File: src/hdl/msc_map.vh
// Register map, field layout, reset values and timing for the counter bank
`ifndef MSC_MAP_VH
`define MSC_MAP_VH

// Register byte offsets
`define MSC_OFS_CTRL      8'h00
`define MSC_OFS_RXCFG     8'h04
`define MSC_OFS_INT_STS   8'h08
`define MSC_OFS_INT_MASK  8'h0C
`define MSC_OFS_RX_512    8'h10
`define MSC_OFS_RX_1024   8'h14
`define MSC_OFS_RX_BIG    8'h18
`define MSC_OFS_LPI_ENTRY 8'h1C
`define MSC_OFS_LPI_TIME  8'h20
`define MSC_OFS_TX_FCS    8'h24
`define MSC_OFS_TX_DEFER  8'h28
`define MSC_OFS_TX_CARR   8'h2C
`define MSC_OFS_TX_BADB   8'h30
`define MSC_OFS_TX_SCOL   8'h34
`define MSC_OFS_TX_MCOL   8'h38

// Control register fields
`define MSC_CTRL_EEE_BIT  0
`define MSC_CTRL_FORCE_BIT 1

// Interrupt status and mask layout
`define MSC_INT_W         4
`define MSC_INT_RX_FRAME  0
`define MSC_INT_LPI_ENTRY 1
`define MSC_INT_TX_ERROR  2
`define MSC_INT_DEFER     3

// Reset values
`define MSC_CTRL_RST      2'h0
`define MSC_MAXSIZE_RST   14'h05EE
`define MSC_MASK_RST      4'h0

// Frame length bounds in bytes
`define MSC_LEN_512       14'h0200
`define MSC_LEN_1023      14'h03FF
`define MSC_LEN_1024      14'h0400
`define MSC_LEN_1518      14'h05EE

// Deferral margin in bytes
`define MSC_DEFER_MARGIN  16'h0010

// Timing: last prescaler count of one microsecond, 25 cycles of 40 ns
`define MSC_US_LAST       8'h18

`endif

File: src/hdl/msc_stat_counters.v
// MAC statistics counter bank: receive lengths, rx LPI, transmit errors
//
// Implementation choices: the register addresses and the address-and-strobe port.
`include "msc_map.vh"
`default_nettype none
// Widths default to the sizes software expects to read
module msc_stat_counters #(
  parameter LEN_W = 14,
  parameter CNT_W = 20,
  parameter WIDE_W = 32,
  parameter COLL_W = 5
) (
  input wire clk_sys,
  input wire rst_b,
  // Register port
  input wire [7:0] reg_addr,
  input wire [31:0] reg_wdata,
  input wire reg_wr,
  input wire reg_rd,
  output reg [31:0] reg_rdata_q,
  output reg irq_q,
  // Receive status, one pulse per finished frame
  input wire rx_done,
  input wire [LEN_W-1:0] rx_len,
  input wire rx_good,
  input wire rx_filter_pass,
  input wire rx_fifo_ovf,
  // PHY receive low-power-idle indication, asynchronous pin
  input wire phy_rx_lpi,
  // Transmit status, one pulse per finished attempt
  input wire tx_done,
  input wire tx_ok,
  input wire tx_fcs_bad,
  input wire tx_carrier_err,
  input wire [15:0] tx_len,
  input wire [COLL_W-1:0] tx_collisions,
  // Transmit deferral: level while deferring, pulse per byte time
  input wire tx_deferring,
  input wire tx_byte_tick,
  // Controls to the transmitter and receive engine
  output reg energy_efficient_enable_q,
  output reg force_bad_checksum_q,
  output reg [LEN_W-1:0] max_frame_size_q
);
  // Prescaler sized for one microsecond of clock cycles; a faster
  // clock needs a new last count, and a wider prescaler past 256 cycles
  localparam PRE_W = 8;
  localparam [PRE_W-1:0] US_LAST = `MSC_US_LAST;

  // Register state
  reg [`MSC_INT_W-1:0] int_sts_q;
  reg [`MSC_INT_W-1:0] int_sts_d;
  reg [`MSC_INT_W-1:0] int_mask_q;
  reg [`MSC_INT_W-1:0] int_mask_d;
  reg [31:0] rdata_d;

  // Synchronised LPI level and its last value
  wire lpi_s;
  reg lpi_prev_q;
  reg [PRE_W-1:0] us_pre_q;

  // Deferral timer in byte times
  reg [15:0] defer_tmr_q;
  reg defer_hit_q;
  wire [15:0] defer_limit;
  wire defer_cross;

  // Counter values
  wire [CNT_W-1:0] c_rx512;
  wire [CNT_W-1:0] c_rx1024;
  wire [CNT_W-1:0] c_rxbig;
  wire [WIDE_W-1:0] c_lpi_ent;
  wire [WIDE_W-1:0] c_lpi_time;
  wire [CNT_W-1:0] c_txfcs;
  wire [CNT_W-1:0] c_defer;
  wire [CNT_W-1:0] c_carr;
  wire [WIDE_W-1:0] c_badb;
  wire [CNT_W-1:0] c_scol;
  wire [CNT_W-1:0] c_mcol;

  // Count conditions
  wire rx_cnt_ok;
  wire inc_rx512;
  wire inc_rx1024;
  wire inc_rxbig;
  wire lpi_rise;
  wire us_tick;
  wire lpi_clr;
  wire tx_fcs_err;
  wire tx_failed;
  wire inc_scol;
  wire inc_mcol;
  wire [`MSC_INT_W-1:0] int_evt;

  // Pin input through two flops before use
  msc_sync u_lpi_sync (
    .clk_sys(clk_sys),
    .rst_b(rst_b),
    .d_in(phy_rx_lpi),
    .d_out_q(lpi_s)
  );

  // Only frames that passed filtering and reached the FIFO count
  // Length bounds are inclusive at both ends
  assign rx_cnt_ok = rx_done & rx_good & rx_filter_pass & ~rx_fifo_ovf;
  assign inc_rx512 = rx_cnt_ok & (rx_len >= `MSC_LEN_512) &
                     (rx_len <= `MSC_LEN_1023);
  assign inc_rx1024 = rx_cnt_ok & (rx_len >= `MSC_LEN_1024) &
                      (rx_len <= `MSC_LEN_1518);
  assign inc_rxbig = rx_cnt_ok & (rx_len > `MSC_LEN_1518);

  // LPI edge and timing; no power-state gating so suspend keeps counting
  assign lpi_clr = ~energy_efficient_enable_q;
  assign lpi_rise = lpi_s & ~lpi_prev_q & ~lpi_clr;
  assign us_tick = lpi_s & (us_pre_q == US_LAST);

  // Forced corruption always ends as an FCS error on the wire
  assign tx_fcs_err = tx_done & (tx_fcs_bad | force_bad_checksum_q);
  assign tx_failed = tx_done & ~tx_ok;
  // Collision counts only for frames that finally went out
  assign inc_scol = tx_done & tx_ok &
                    (tx_collisions == {{(COLL_W-1){1'b0}}, 1'b1});
  assign inc_mcol = tx_done & tx_ok &
                    (tx_collisions > {{(COLL_W-1){1'b0}}, 1'b1});

  // Limit is two maximum frames plus margin, in byte times
  assign defer_limit = {1'b0, max_frame_size_q, 1'b0} +
                       `MSC_DEFER_MARGIN;
  assign defer_cross = tx_deferring & tx_byte_tick & ~defer_hit_q &
                       (defer_tmr_q >= defer_limit);

  // Interrupt events
  // Bit order matches the status layout, highest first
  assign int_evt = {defer_cross, tx_failed, lpi_rise, rx_cnt_ok};

  // Previous LPI level and microsecond prescaler
  // Clear while disabled, so the first rise after enable counts once
  always @(posedge clk_sys or negedge rst_b) begin
    if (!rst_b) begin
      lpi_prev_q <= 1'b0;
      us_pre_q <= {PRE_W{1'b0}};
    end else if (lpi_clr) begin
      // Held idle so a fresh enable starts from zero
      lpi_prev_q <= 1'b0;
      us_pre_q <= {PRE_W{1'b0}};
    end else begin
      lpi_prev_q <= lpi_s;
      // Fraction kept across gaps so no time is lost
      if (lpi_s) begin
        if (us_pre_q == US_LAST) begin
          us_pre_q <= {PRE_W{1'b0}};
        end else begin
          us_pre_q <= us_pre_q + 8'h01;
        end
      end
    end
  end

  // Deferral timer, restarted whenever deferral drops
  always @(posedge clk_sys or negedge rst_b) begin
    if (!rst_b) begin
      defer_tmr_q <= 16'h0000;
      defer_hit_q <= 1'b0;
    end else if (!tx_deferring) begin
      // Collision and back-off end the deferral; start over
      defer_tmr_q <= 16'h0000;
      defer_hit_q <= 1'b0;
    end else begin
      // Saturate rather than wrap, so a stuck deferral cannot recount
      if (tx_byte_tick && defer_tmr_q != 16'hFFFF) begin
        defer_tmr_q <= defer_tmr_q + 16'h0001;
      end
      // One count per deferral, however long it lasts
      if (defer_cross) begin
        defer_hit_q <= 1'b1;
      end
    end
  end

  // Receive length counters
  // These never clear; software works with differences
  msc_counter #(.WIDTH(CNT_W), .STEP_W(1)) u_rx512 (
    .clk_sys(clk_sys), .rst_b(rst_b), .clr(1'b0),
    .inc(inc_rx512), .step(1'b1), .count_q(c_rx512)
  );
  msc_counter #(.WIDTH(CNT_W), .STEP_W(1)) u_rx1024 (
    .clk_sys(clk_sys), .rst_b(rst_b), .clr(1'b0),
    .inc(inc_rx1024), .step(1'b1), .count_q(c_rx1024)
  );
  msc_counter #(.WIDTH(CNT_W), .STEP_W(1)) u_rxbig (
    .clk_sys(clk_sys), .rst_b(rst_b), .clr(1'b0),
    .inc(inc_rxbig), .step(1'b1), .count_q(c_rxbig)
  );

  // Receive LPI counters, held clear while disabled
  msc_counter #(.WIDTH(WIDE_W), .STEP_W(1)) u_lpi_ent (
    .clk_sys(clk_sys), .rst_b(rst_b), .clr(lpi_clr),
    .inc(lpi_rise), .step(1'b1), .count_q(c_lpi_ent)
  );
  msc_counter #(.WIDTH(WIDE_W), .STEP_W(1)) u_lpi_time (
    .clk_sys(clk_sys), .rst_b(rst_b), .clr(lpi_clr),
    .inc(us_tick), .step(1'b1), .count_q(c_lpi_time)
  );

  // Transmit error counters
  msc_counter #(.WIDTH(CNT_W), .STEP_W(1)) u_txfcs (
    .clk_sys(clk_sys), .rst_b(rst_b), .clr(1'b0),
    .inc(tx_fcs_err), .step(1'b1), .count_q(c_txfcs)
  );
  msc_counter #(.WIDTH(CNT_W), .STEP_W(1)) u_defer (
    .clk_sys(clk_sys), .rst_b(rst_b), .clr(1'b0),
    .inc(defer_cross), .step(1'b1), .count_q(c_defer)
  );
  msc_counter #(.WIDTH(CNT_W), .STEP_W(1)) u_carr (
    .clk_sys(clk_sys), .rst_b(rst_b), .clr(1'b0),
    .inc(tx_done & tx_carrier_err), .step(1'b1), .count_q(c_carr)
  );
  msc_counter #(.WIDTH(WIDE_W), .STEP_W(16)) u_badb (
    .clk_sys(clk_sys), .rst_b(rst_b), .clr(1'b0),
    .inc(tx_failed), .step(tx_len), .count_q(c_badb)
  );
  msc_counter #(.WIDTH(CNT_W), .STEP_W(1)) u_scol (
    .clk_sys(clk_sys), .rst_b(rst_b), .clr(1'b0),
    .inc(inc_scol), .step(1'b1), .count_q(c_scol)
  );
  msc_counter #(.WIDTH(CNT_W), .STEP_W(1)) u_mcol (
    .clk_sys(clk_sys), .rst_b(rst_b), .clr(1'b0),
    .inc(inc_mcol), .step(1'b1), .count_q(c_mcol)
  );

  // Control register writes
  // Writes to counter and status offsets are dropped without error
  always @(posedge clk_sys or negedge rst_b) begin
    if (!rst_b) begin
      energy_efficient_enable_q <= 1'b0;
      force_bad_checksum_q <= 1'b0;
      max_frame_size_q <= `MSC_MAXSIZE_RST;
      int_mask_q <= `MSC_MASK_RST;
    end else if (reg_wr) begin
      case (reg_addr)
        `MSC_OFS_CTRL: begin
          energy_efficient_enable_q <= reg_wdata[`MSC_CTRL_EEE_BIT];
          force_bad_checksum_q <= reg_wdata[`MSC_CTRL_FORCE_BIT];
        end
        `MSC_OFS_RXCFG: begin
          max_frame_size_q <= reg_wdata[LEN_W-1:0];
        end
        `MSC_OFS_INT_MASK: begin
          int_mask_q <= reg_wdata[`MSC_INT_W-1:0];
        end
        default: begin
          // Counters and status ignore writes
        end
      endcase
    end
  end

  // Sticky status: a read clears, a new event in that cycle still sets
  always @* begin
    int_sts_d = int_sts_q;
    if (reg_rd && reg_addr == `MSC_OFS_INT_STS) begin
      int_sts_d = {`MSC_INT_W{1'b0}};
    end
    int_sts_d = int_sts_d | int_evt;
  end

  // Next mask, so the interrupt follows a mask write without a lag
  always @* begin
    int_mask_d = int_mask_q;
    if (reg_wr && reg_addr == `MSC_OFS_INT_MASK) begin
      int_mask_d = reg_wdata[`MSC_INT_W-1:0];
    end
  end

  // Status and interrupt output
  always @(posedge clk_sys or negedge rst_b) begin
    if (!rst_b) begin
      int_sts_q <= {`MSC_INT_W{1'b0}};
      irq_q <= 1'b0;
    end else begin
      int_sts_q <= int_sts_d;
      // Built from next status and mask, so it matches them each cycle
      irq_q <= |(int_sts_d & int_mask_d);
    end
  end

  // Read mux; unmapped offsets read zero
  // Counters are read live; a wide value may move between two reads
  always @* begin
    rdata_d = 32'h00000000;
    case (reg_addr)
      `MSC_OFS_CTRL: begin
        rdata_d[`MSC_CTRL_EEE_BIT] = energy_efficient_enable_q;
        rdata_d[`MSC_CTRL_FORCE_BIT] = force_bad_checksum_q;
      end
      `MSC_OFS_RXCFG: rdata_d[LEN_W-1:0] = max_frame_size_q;
      `MSC_OFS_INT_STS: rdata_d[`MSC_INT_W-1:0] = int_sts_q;
      `MSC_OFS_INT_MASK: rdata_d[`MSC_INT_W-1:0] = int_mask_q;
      `MSC_OFS_RX_512: rdata_d[CNT_W-1:0] = c_rx512;
      `MSC_OFS_RX_1024: rdata_d[CNT_W-1:0] = c_rx1024;
      `MSC_OFS_RX_BIG: rdata_d[CNT_W-1:0] = c_rxbig;
      `MSC_OFS_LPI_ENTRY: rdata_d = c_lpi_ent;
      `MSC_OFS_LPI_TIME: rdata_d = c_lpi_time;
      `MSC_OFS_TX_FCS: rdata_d[CNT_W-1:0] = c_txfcs;
      `MSC_OFS_TX_DEFER: rdata_d[CNT_W-1:0] = c_defer;
      `MSC_OFS_TX_CARR: rdata_d[CNT_W-1:0] = c_carr;
      `MSC_OFS_TX_BADB: rdata_d = c_badb;
      `MSC_OFS_TX_SCOL: rdata_d[CNT_W-1:0] = c_scol;
      `MSC_OFS_TX_MCOL: rdata_d[CNT_W-1:0] = c_mcol;
      default: rdata_d = 32'h00000000;
    endcase
  end

  // Read data registered, valid the cycle after the strobe only
  // Zero between reads keeps stale values off the bus
  always @(posedge clk_sys or negedge rst_b) begin
    if (!rst_b) begin
      reg_rdata_q <= 32'h00000000;
    end else if (reg_rd) begin
      reg_rdata_q <= rdata_d;
    end else begin
      reg_rdata_q <= 32'h00000000;
    end
  end
endmodule // msc_stat_counters
`default_nettype wire

File: src/hdl/msc_sync.v
// Two-stage synchroniser for a level from outside the clock domain
`default_nettype none
module msc_sync (
  input wire clk_sys,
  input wire rst_b,
  input wire d_in,
  output reg d_out_q
);
  // First stage, read only by the second
  reg meta_q;

  // Two flops in series to settle metastability
  always @(posedge clk_sys or negedge rst_b) begin
    if (!rst_b) begin
      meta_q <= 1'b0;
      d_out_q <= 1'b0;
    end else begin
      meta_q <= d_in;
      d_out_q <= meta_q;
    end
  end
endmodule // msc_sync
`default_nettype wire

File: src/hdl/msc_counter.v
// Wrapping statistics counter with synchronous clear and variable step
`default_nettype none
module msc_counter #(
  parameter WIDTH = 20,
  parameter STEP_W = 1
) (
  input wire clk_sys,
  input wire rst_b,
  input wire clr,
  input wire inc,
  input wire [STEP_W-1:0] step,
  output reg [WIDTH-1:0] count_q
);
  // Step widened or cut to the counter width
  wire [WIDTH+STEP_W-1:0] step_ext;
  wire [WIDTH-1:0] count_d;

  assign step_ext = {{WIDTH{1'b0}}, step};
  // Sum wraps naturally at full scale
  assign count_d = count_q + step_ext[WIDTH-1:0];

  // Clear has priority over increment
  always @(posedge clk_sys or negedge rst_b) begin
    if (!rst_b) begin
      count_q <= {WIDTH{1'b0}};
    end else if (clr) begin
      count_q <= {WIDTH{1'b0}};
    end else if (inc) begin
      count_q <= count_d;
    end
  end
endmodule // msc_counter
`default_nettype wire

File: config.mk
export PLATFORM = sky130hd
export DESIGN_NAME = msc_stat_counters
export DESIGN_NICKNAME = d
export VERILOG_FILES = /design/src/hdl/msc_stat_counters.v /design/src/hdl/msc_sync.v /design/src/hdl/msc_counter.v
export VERILOG_INCLUDE_DIRS = /design/src /design/src/hdl
export SDC_FILE = /design/constraint.sdc
export NUM_CORES = 1
export LEC_CHECK = 0
export ABC_AREA = 1
export ABC_CLOCK_PERIOD_IN_PS = 5240
export BUFFER_PORTS_ARGS = -buffer_cell sky130_fd_sc_hd__clkbuf_2
export CAP_MARGIN = 5
export CELL_PAD_IN_SITES_DETAIL_PLACEMENT = 0
export CELL_PAD_IN_SITES_GLOBAL_PLACEMENT = 1
export CORE_MARGIN = 1
export CORE_UTILIZATION = 49
export CTS_BUF_LIST = sky130_fd_sc_hd__clkbuf_8
export CTS_CLUSTER_DIAMETER = 100
export CTS_CLUSTER_SIZE = 10
export DETAILED_ROUTE_END_ITERATION = 10
export GPL_ROUTABILITY_DRIVEN = 0
export PLACE_DENSITY = 0.93
export SLEW_MARGIN = 0
export SYNTH_ARGS = -nofsm -noshare
export SYNTH_HDL_FRONTEND = slang
export SYNTH_HIERARCHICAL = 1
export SYNTH_SLANG_ARGS = --single-unit
File: constraint.sdc
create_clock -name clk_sys -period 5.24 [get_ports clk_sys]
set_input_delay 0.524 -clock clk_sys [delete_from_list [all_inputs] [get_ports clk_sys]]
set_output_delay 0.524 -clock clk_sys [all_outputs]
set_load 0.05 [all_outputs]
==> impl.org <==
** STA
- In the post-route analysis, the smallest setup slack over all paths is 1.65 ns.
- For the pin with the worst max-slew slack, the measured transition is 1.13 ns.
- Max Transition Viols Final :: 0
- Total Negative Setup Slacks :: 0 ns
- Maximum clock rate :: 279 MHz
- The worst path needs 3.59 ns of the cycle, external delays included.
- Number of hold violations in the final report :: 0
- Minimum hold slack :: 0.153 ns
- Setup repair after global routing left no endpoint under its margin.
- On the final layout, the worst clock skew is 0.0345 ns.
- Setup violations remaining at the end of the flow were counted as 0.
- Part of the cycle the worst path needs :: 68.5%
- Slew HR :: 24.4%

** Synth
- Post-synthesis instance area :: 22,700 µm²
- Asr flop ratio synth :: 100%
- The Yosys step of the flow raised 6 warnings.
- Sequential cell area fraction in the yosys report :: 37.6%
- Syn Inst Count :: 3,403
- Number of enable flip-flop cells after synthesis :: 0
- Register bit count reported by yosys :: 341
- Most frequently used flop master after synthesis :: dfrtp_1
- The synthesized netlist contains 49 unique library cells.
- Per-instance average area after synthesis :: 6.67 µm²

** Drt
- The first routing iteration left 1,944 violations.
- Post-DRT Antenna Nets :: 0
- In the final routed layout, each cell accounts on average for 15.4 µm.
- For this block, the routed nets add up to 65.0 mm of wire.
- The routed layout has 22,100 vias.
- Detailed-router iteration count before antenna repair :: 6
- Final routed DRC violation total :: 0
- Using the TritonRoute via totals, the vias-per-cell ratio works out to 5.24.

** Pwr
- Combinational cells account for 9.4% of the total power.
- For this design the total switching power over the nets is 1.36 mW.
- Highest ir drop seen on vdd :: 0.000171 V
- In this run switching power makes up 28.1% of total power.
- Summing internal, switching and leakage power gives 4.86 mW.
- In this run, flip-flops and latches consume 55.3% of the power.
- In this run the static leakage power is 12.1 nW.
- Power density relative to cell area :: 195 nW/µm²
- Internal power comes to 3.49 mW.
- The clock network is responsible for 35.3% of the overall power.

** Clock network
- Clk slew on worst S/H paths :: 0.07 ns
- For this design, the CTS-stage hold fixing added 2 buffers.
- Counting along the longest clock path gives a buffer depth of 3.
- Clock root buffer :: clkbuf_8
- TritonCTS Buffers :: 40
- CTS built an H-tree with a depth of 2.
- PostCTS Resize Cnt :: 0
- The clock net in this run drives a total of 341 sinks.
- For the worst-skew pair, the clock arrives at the later sink with an insertion delay of 0.63 ns.
- TritonCTS built the clock tree.
- Once the clock tree was built, the setup fixing pass inserted 0 buffers.

** Setup path
- The largest individual stage delay along the critical path comes from the cell dfstp_2.
- Among the stages of the critical path, the cell type that occurs most often is nand2_1.
- STA puts the critical path data required time at 5.74 ns.
- Crit Reg-Reg Startpoint :: max_frame_size_q[3]$_DFFE_PN1P_
- Critical path endpoint category :: flop
- Data arrives at the worst endpoint at 4.09 ns.
- The critical path in this run is classified as reg2reg.
- Counting cells, the worst reg-to-reg path comes to 23.
- Worst Setup Start Kind :: flop
- The largest single stage delay on the critical path is 0.60 ns.
- Critical Path Fanout Max :: 9
- Worst setup path startpoint :: max_frame_size_q[3]$_DFFE_PN1P_
- The critical path goes through ha_1, nand3_1, nor3_1, nand3_1, nor3_1, xor2_1, inv_1, ha_1, nand2_1, nor2_1, nand2_1, nor2_1, nand2_1, nand3_1, nand2_1, inv_1, nor2_4, inv_4, nand2_2, nor2_4, nand3_1, nand2_1, nor2_1.

** Layout
- Net total in the final layout :: 3,752
- In the final layout, the share of cells above drive strength 1 is 10.5%.
- Compared with the post-synthesis result, the final layout area differs by 9.45%.
- Once layout is done, the placed cells without fillers occupy 24,900 µm².
- Count of fill cells added during filler insertion :: 4,553
- 0 antenna diodes ended up in the layout.

** Status
- Outcome :: complete, no violations

** Floorplanning
- The floorplan step defined a die boundary enclosing 47,200 µm².
- The die is 217 µm wide.
- DIE HEIGHT :: 217 µm
- Ports :: 139
- Std-Cell Rows :: 78
- Area of the placeable core :: 45,600 µm²
- For this configuration, the core starts out at a cell density of 49.8%.

** Place
- Count of port buffers added during placement :: 120
- Before CTS, the worst setup slack after placement is 1.71 ns.
- Summing all placed instances gives a cell area of 24,200 µm².
- Once detailed placement completed, the half-perimeter wirelength came to 49.3 mm.

** Hold path
- Along the worst hold path, the cell count comes to 2.
- Worst hold path type :: in2reg
- Min-Delay Startpoint :: reg_wdata[13]

** Flow run
- Across the run, the number of max-cap violations was 0.

** GRT
- Via count of the first global-routing pass :: 20,700
- Largest net degree at the start of global routing :: 130
- For this run the aggregate overflow at the end of global routing stands at 0.
- The first global-routing pass estimated 105 mm of wire.
- Global-route total usage across every layer :: 27.7%
- Initial antenna violation count :: 0
worst max-delay path, delay by kind of cell, from the launching register on:
| kind | cells | cell delay, ns |
|---|---|---|
| XOR/XNOR | 1 | 0.16 |
| buffers and inverters | 3 | 0.31 |
| adder cells (fa/ha/maj) | 2 | 0.48 |
| flip-flops | 1 | 0.60 |
| AND/OR/NAND/NOR | 17 | 1.91 |
sequential cells by signal, indices dropped and copies added, names as in the netlist, 4 cells and up:
register,cells
defer_tmr_q,16
int_mask_q,4
int_sts_q,4
max_frame_size_q,14
reg_rdata_q,32
u_badb/count_q,32
u_carr/count_q,20
u_defer/count_q,20
u_lpi_ent/count_q,32
u_lpi_time/count_q,32
u_mcol/count_q,20
u_rx1024/count_q,20
u_rx512/count_q,20
u_rxbig/count_q,20
u_scol/count_q,20
u_txfcs/count_q,20
us_pre_q,8
cell usage after synthesis (all sizes together) (6+ instances only):
master	count	share of area [%]
o21ai	88	2.1
inv	385	6.5
xor2	16	0.62
dfrtp	333	37
dfstp	8	0.93
xnor2	10	0.39
nand3	241	5.9
clkbuf	7	0.12
a21oi	167	3.7
nor2	663	13
and2	6	0.17
ha	55	3.0
o22ai	6	0.17
o21a	8	0.26
nand2	1170	20
nand4	67	1.8
buf	41	0.93
nor3b	8	0.26
a211oi	8	0.26
o21bai	10	0.33
nand3b	8	0.26
a31oi	7	0.19
nor3	68	1.5
per-layer routing:
layer	vias to the layer above	GRT usage, %	share of wire (%)
met3	126	2.70	5.6
met5	-	0	0
met1	10200	38.1	45
li1	11100	-	-
met4	0	10.5	3.3
met2	718	45.2	46
metrics by stage:
step	utilization (%)	cells
floorplan	-	3479
global placement	53.1	4161
detailed placement	53.1	4161
CTS	54.5	4214
global route	54.5	4215
finish	54.5	4215
cells by family after synthesis:
logic type | after synthesis | synth area share (%)
AOI/OAI and AO/OA | 300 | 7.19
xor gates and xnor gates | 26 | 1.00
adders and majority gates | 56 | 3.12
buffers and inverters | 433 | 7.51
DFF | 341 | 37.6
muxes | 3 | 0.149
other | 2 | 0.0331
and+or+nand+nor | 2242 | 43.4
power groups by stage:
stage,Combinational [mW],Clock (mW),Sequential (mW)
floorplan,0.260,0,2.75
global placement,0.438,0,2.73
detailed placement,0.447,0,2.74
CTS,0.450,1.77,2.68
global route,0.513,1.85,2.69
finish,0.457,1.72,2.68
final cells by class:
cell class	count	area (µm²)	area share (%)
flip-flops and latches	341	8540	34.4
multi-input cells	2705	12700	51.3
inverters	385	1470	5.91
well taps	600	751	3.02
repair buffers	133	738	2.97
clock buffers	41	564	2.27
clock inverters	10	42.5	0.171
cells in the final DEF (no fill, tap or decap), types with 9 or more instances in the layout:
cell type and n:
xor2_1 16, dfrtp_1 333, nand4_1 67, o21ai_1 16, inv_4 9, o21ai_0 65, ha_1 55, nand3_1 219
nor2_4 51, nor2_2 36, conb_1 78, inv_2 12, clkbuf_8 41, a21oi_1 166, clkbuf_2 119, nor3_1 68
buf_4 9, xnor2_1 10, nand3_2 18, inv_1 373, nand2_2 55, o21bai_1 10, nor2_1 575, nand2_1 1114
final timing paths:
kind | endpoint | slack [ns]
worst max-delay path | u_defer/count_q[17]$_DFFE_PN0P_ | 1.65
worst min-delay path | max_frame_size_q[13]$_DFFE_PN0P_ | 0.15
worst max register to register | u_defer/count_q[17]$_DFFE_PN0P_ | 1.65
worst min register to register | u_lpi_sync/d_out_q$_DFF_PN0_ | 0.35
max in group asynchronous | u_badb/count_q[10]$_DFFE_PN0P_ | 3.65
min in group asynchronous | u_rxbig/count_q[8]$_DFFE_PN0P_ | 0.40
Power figures use the tool's default switching activity.
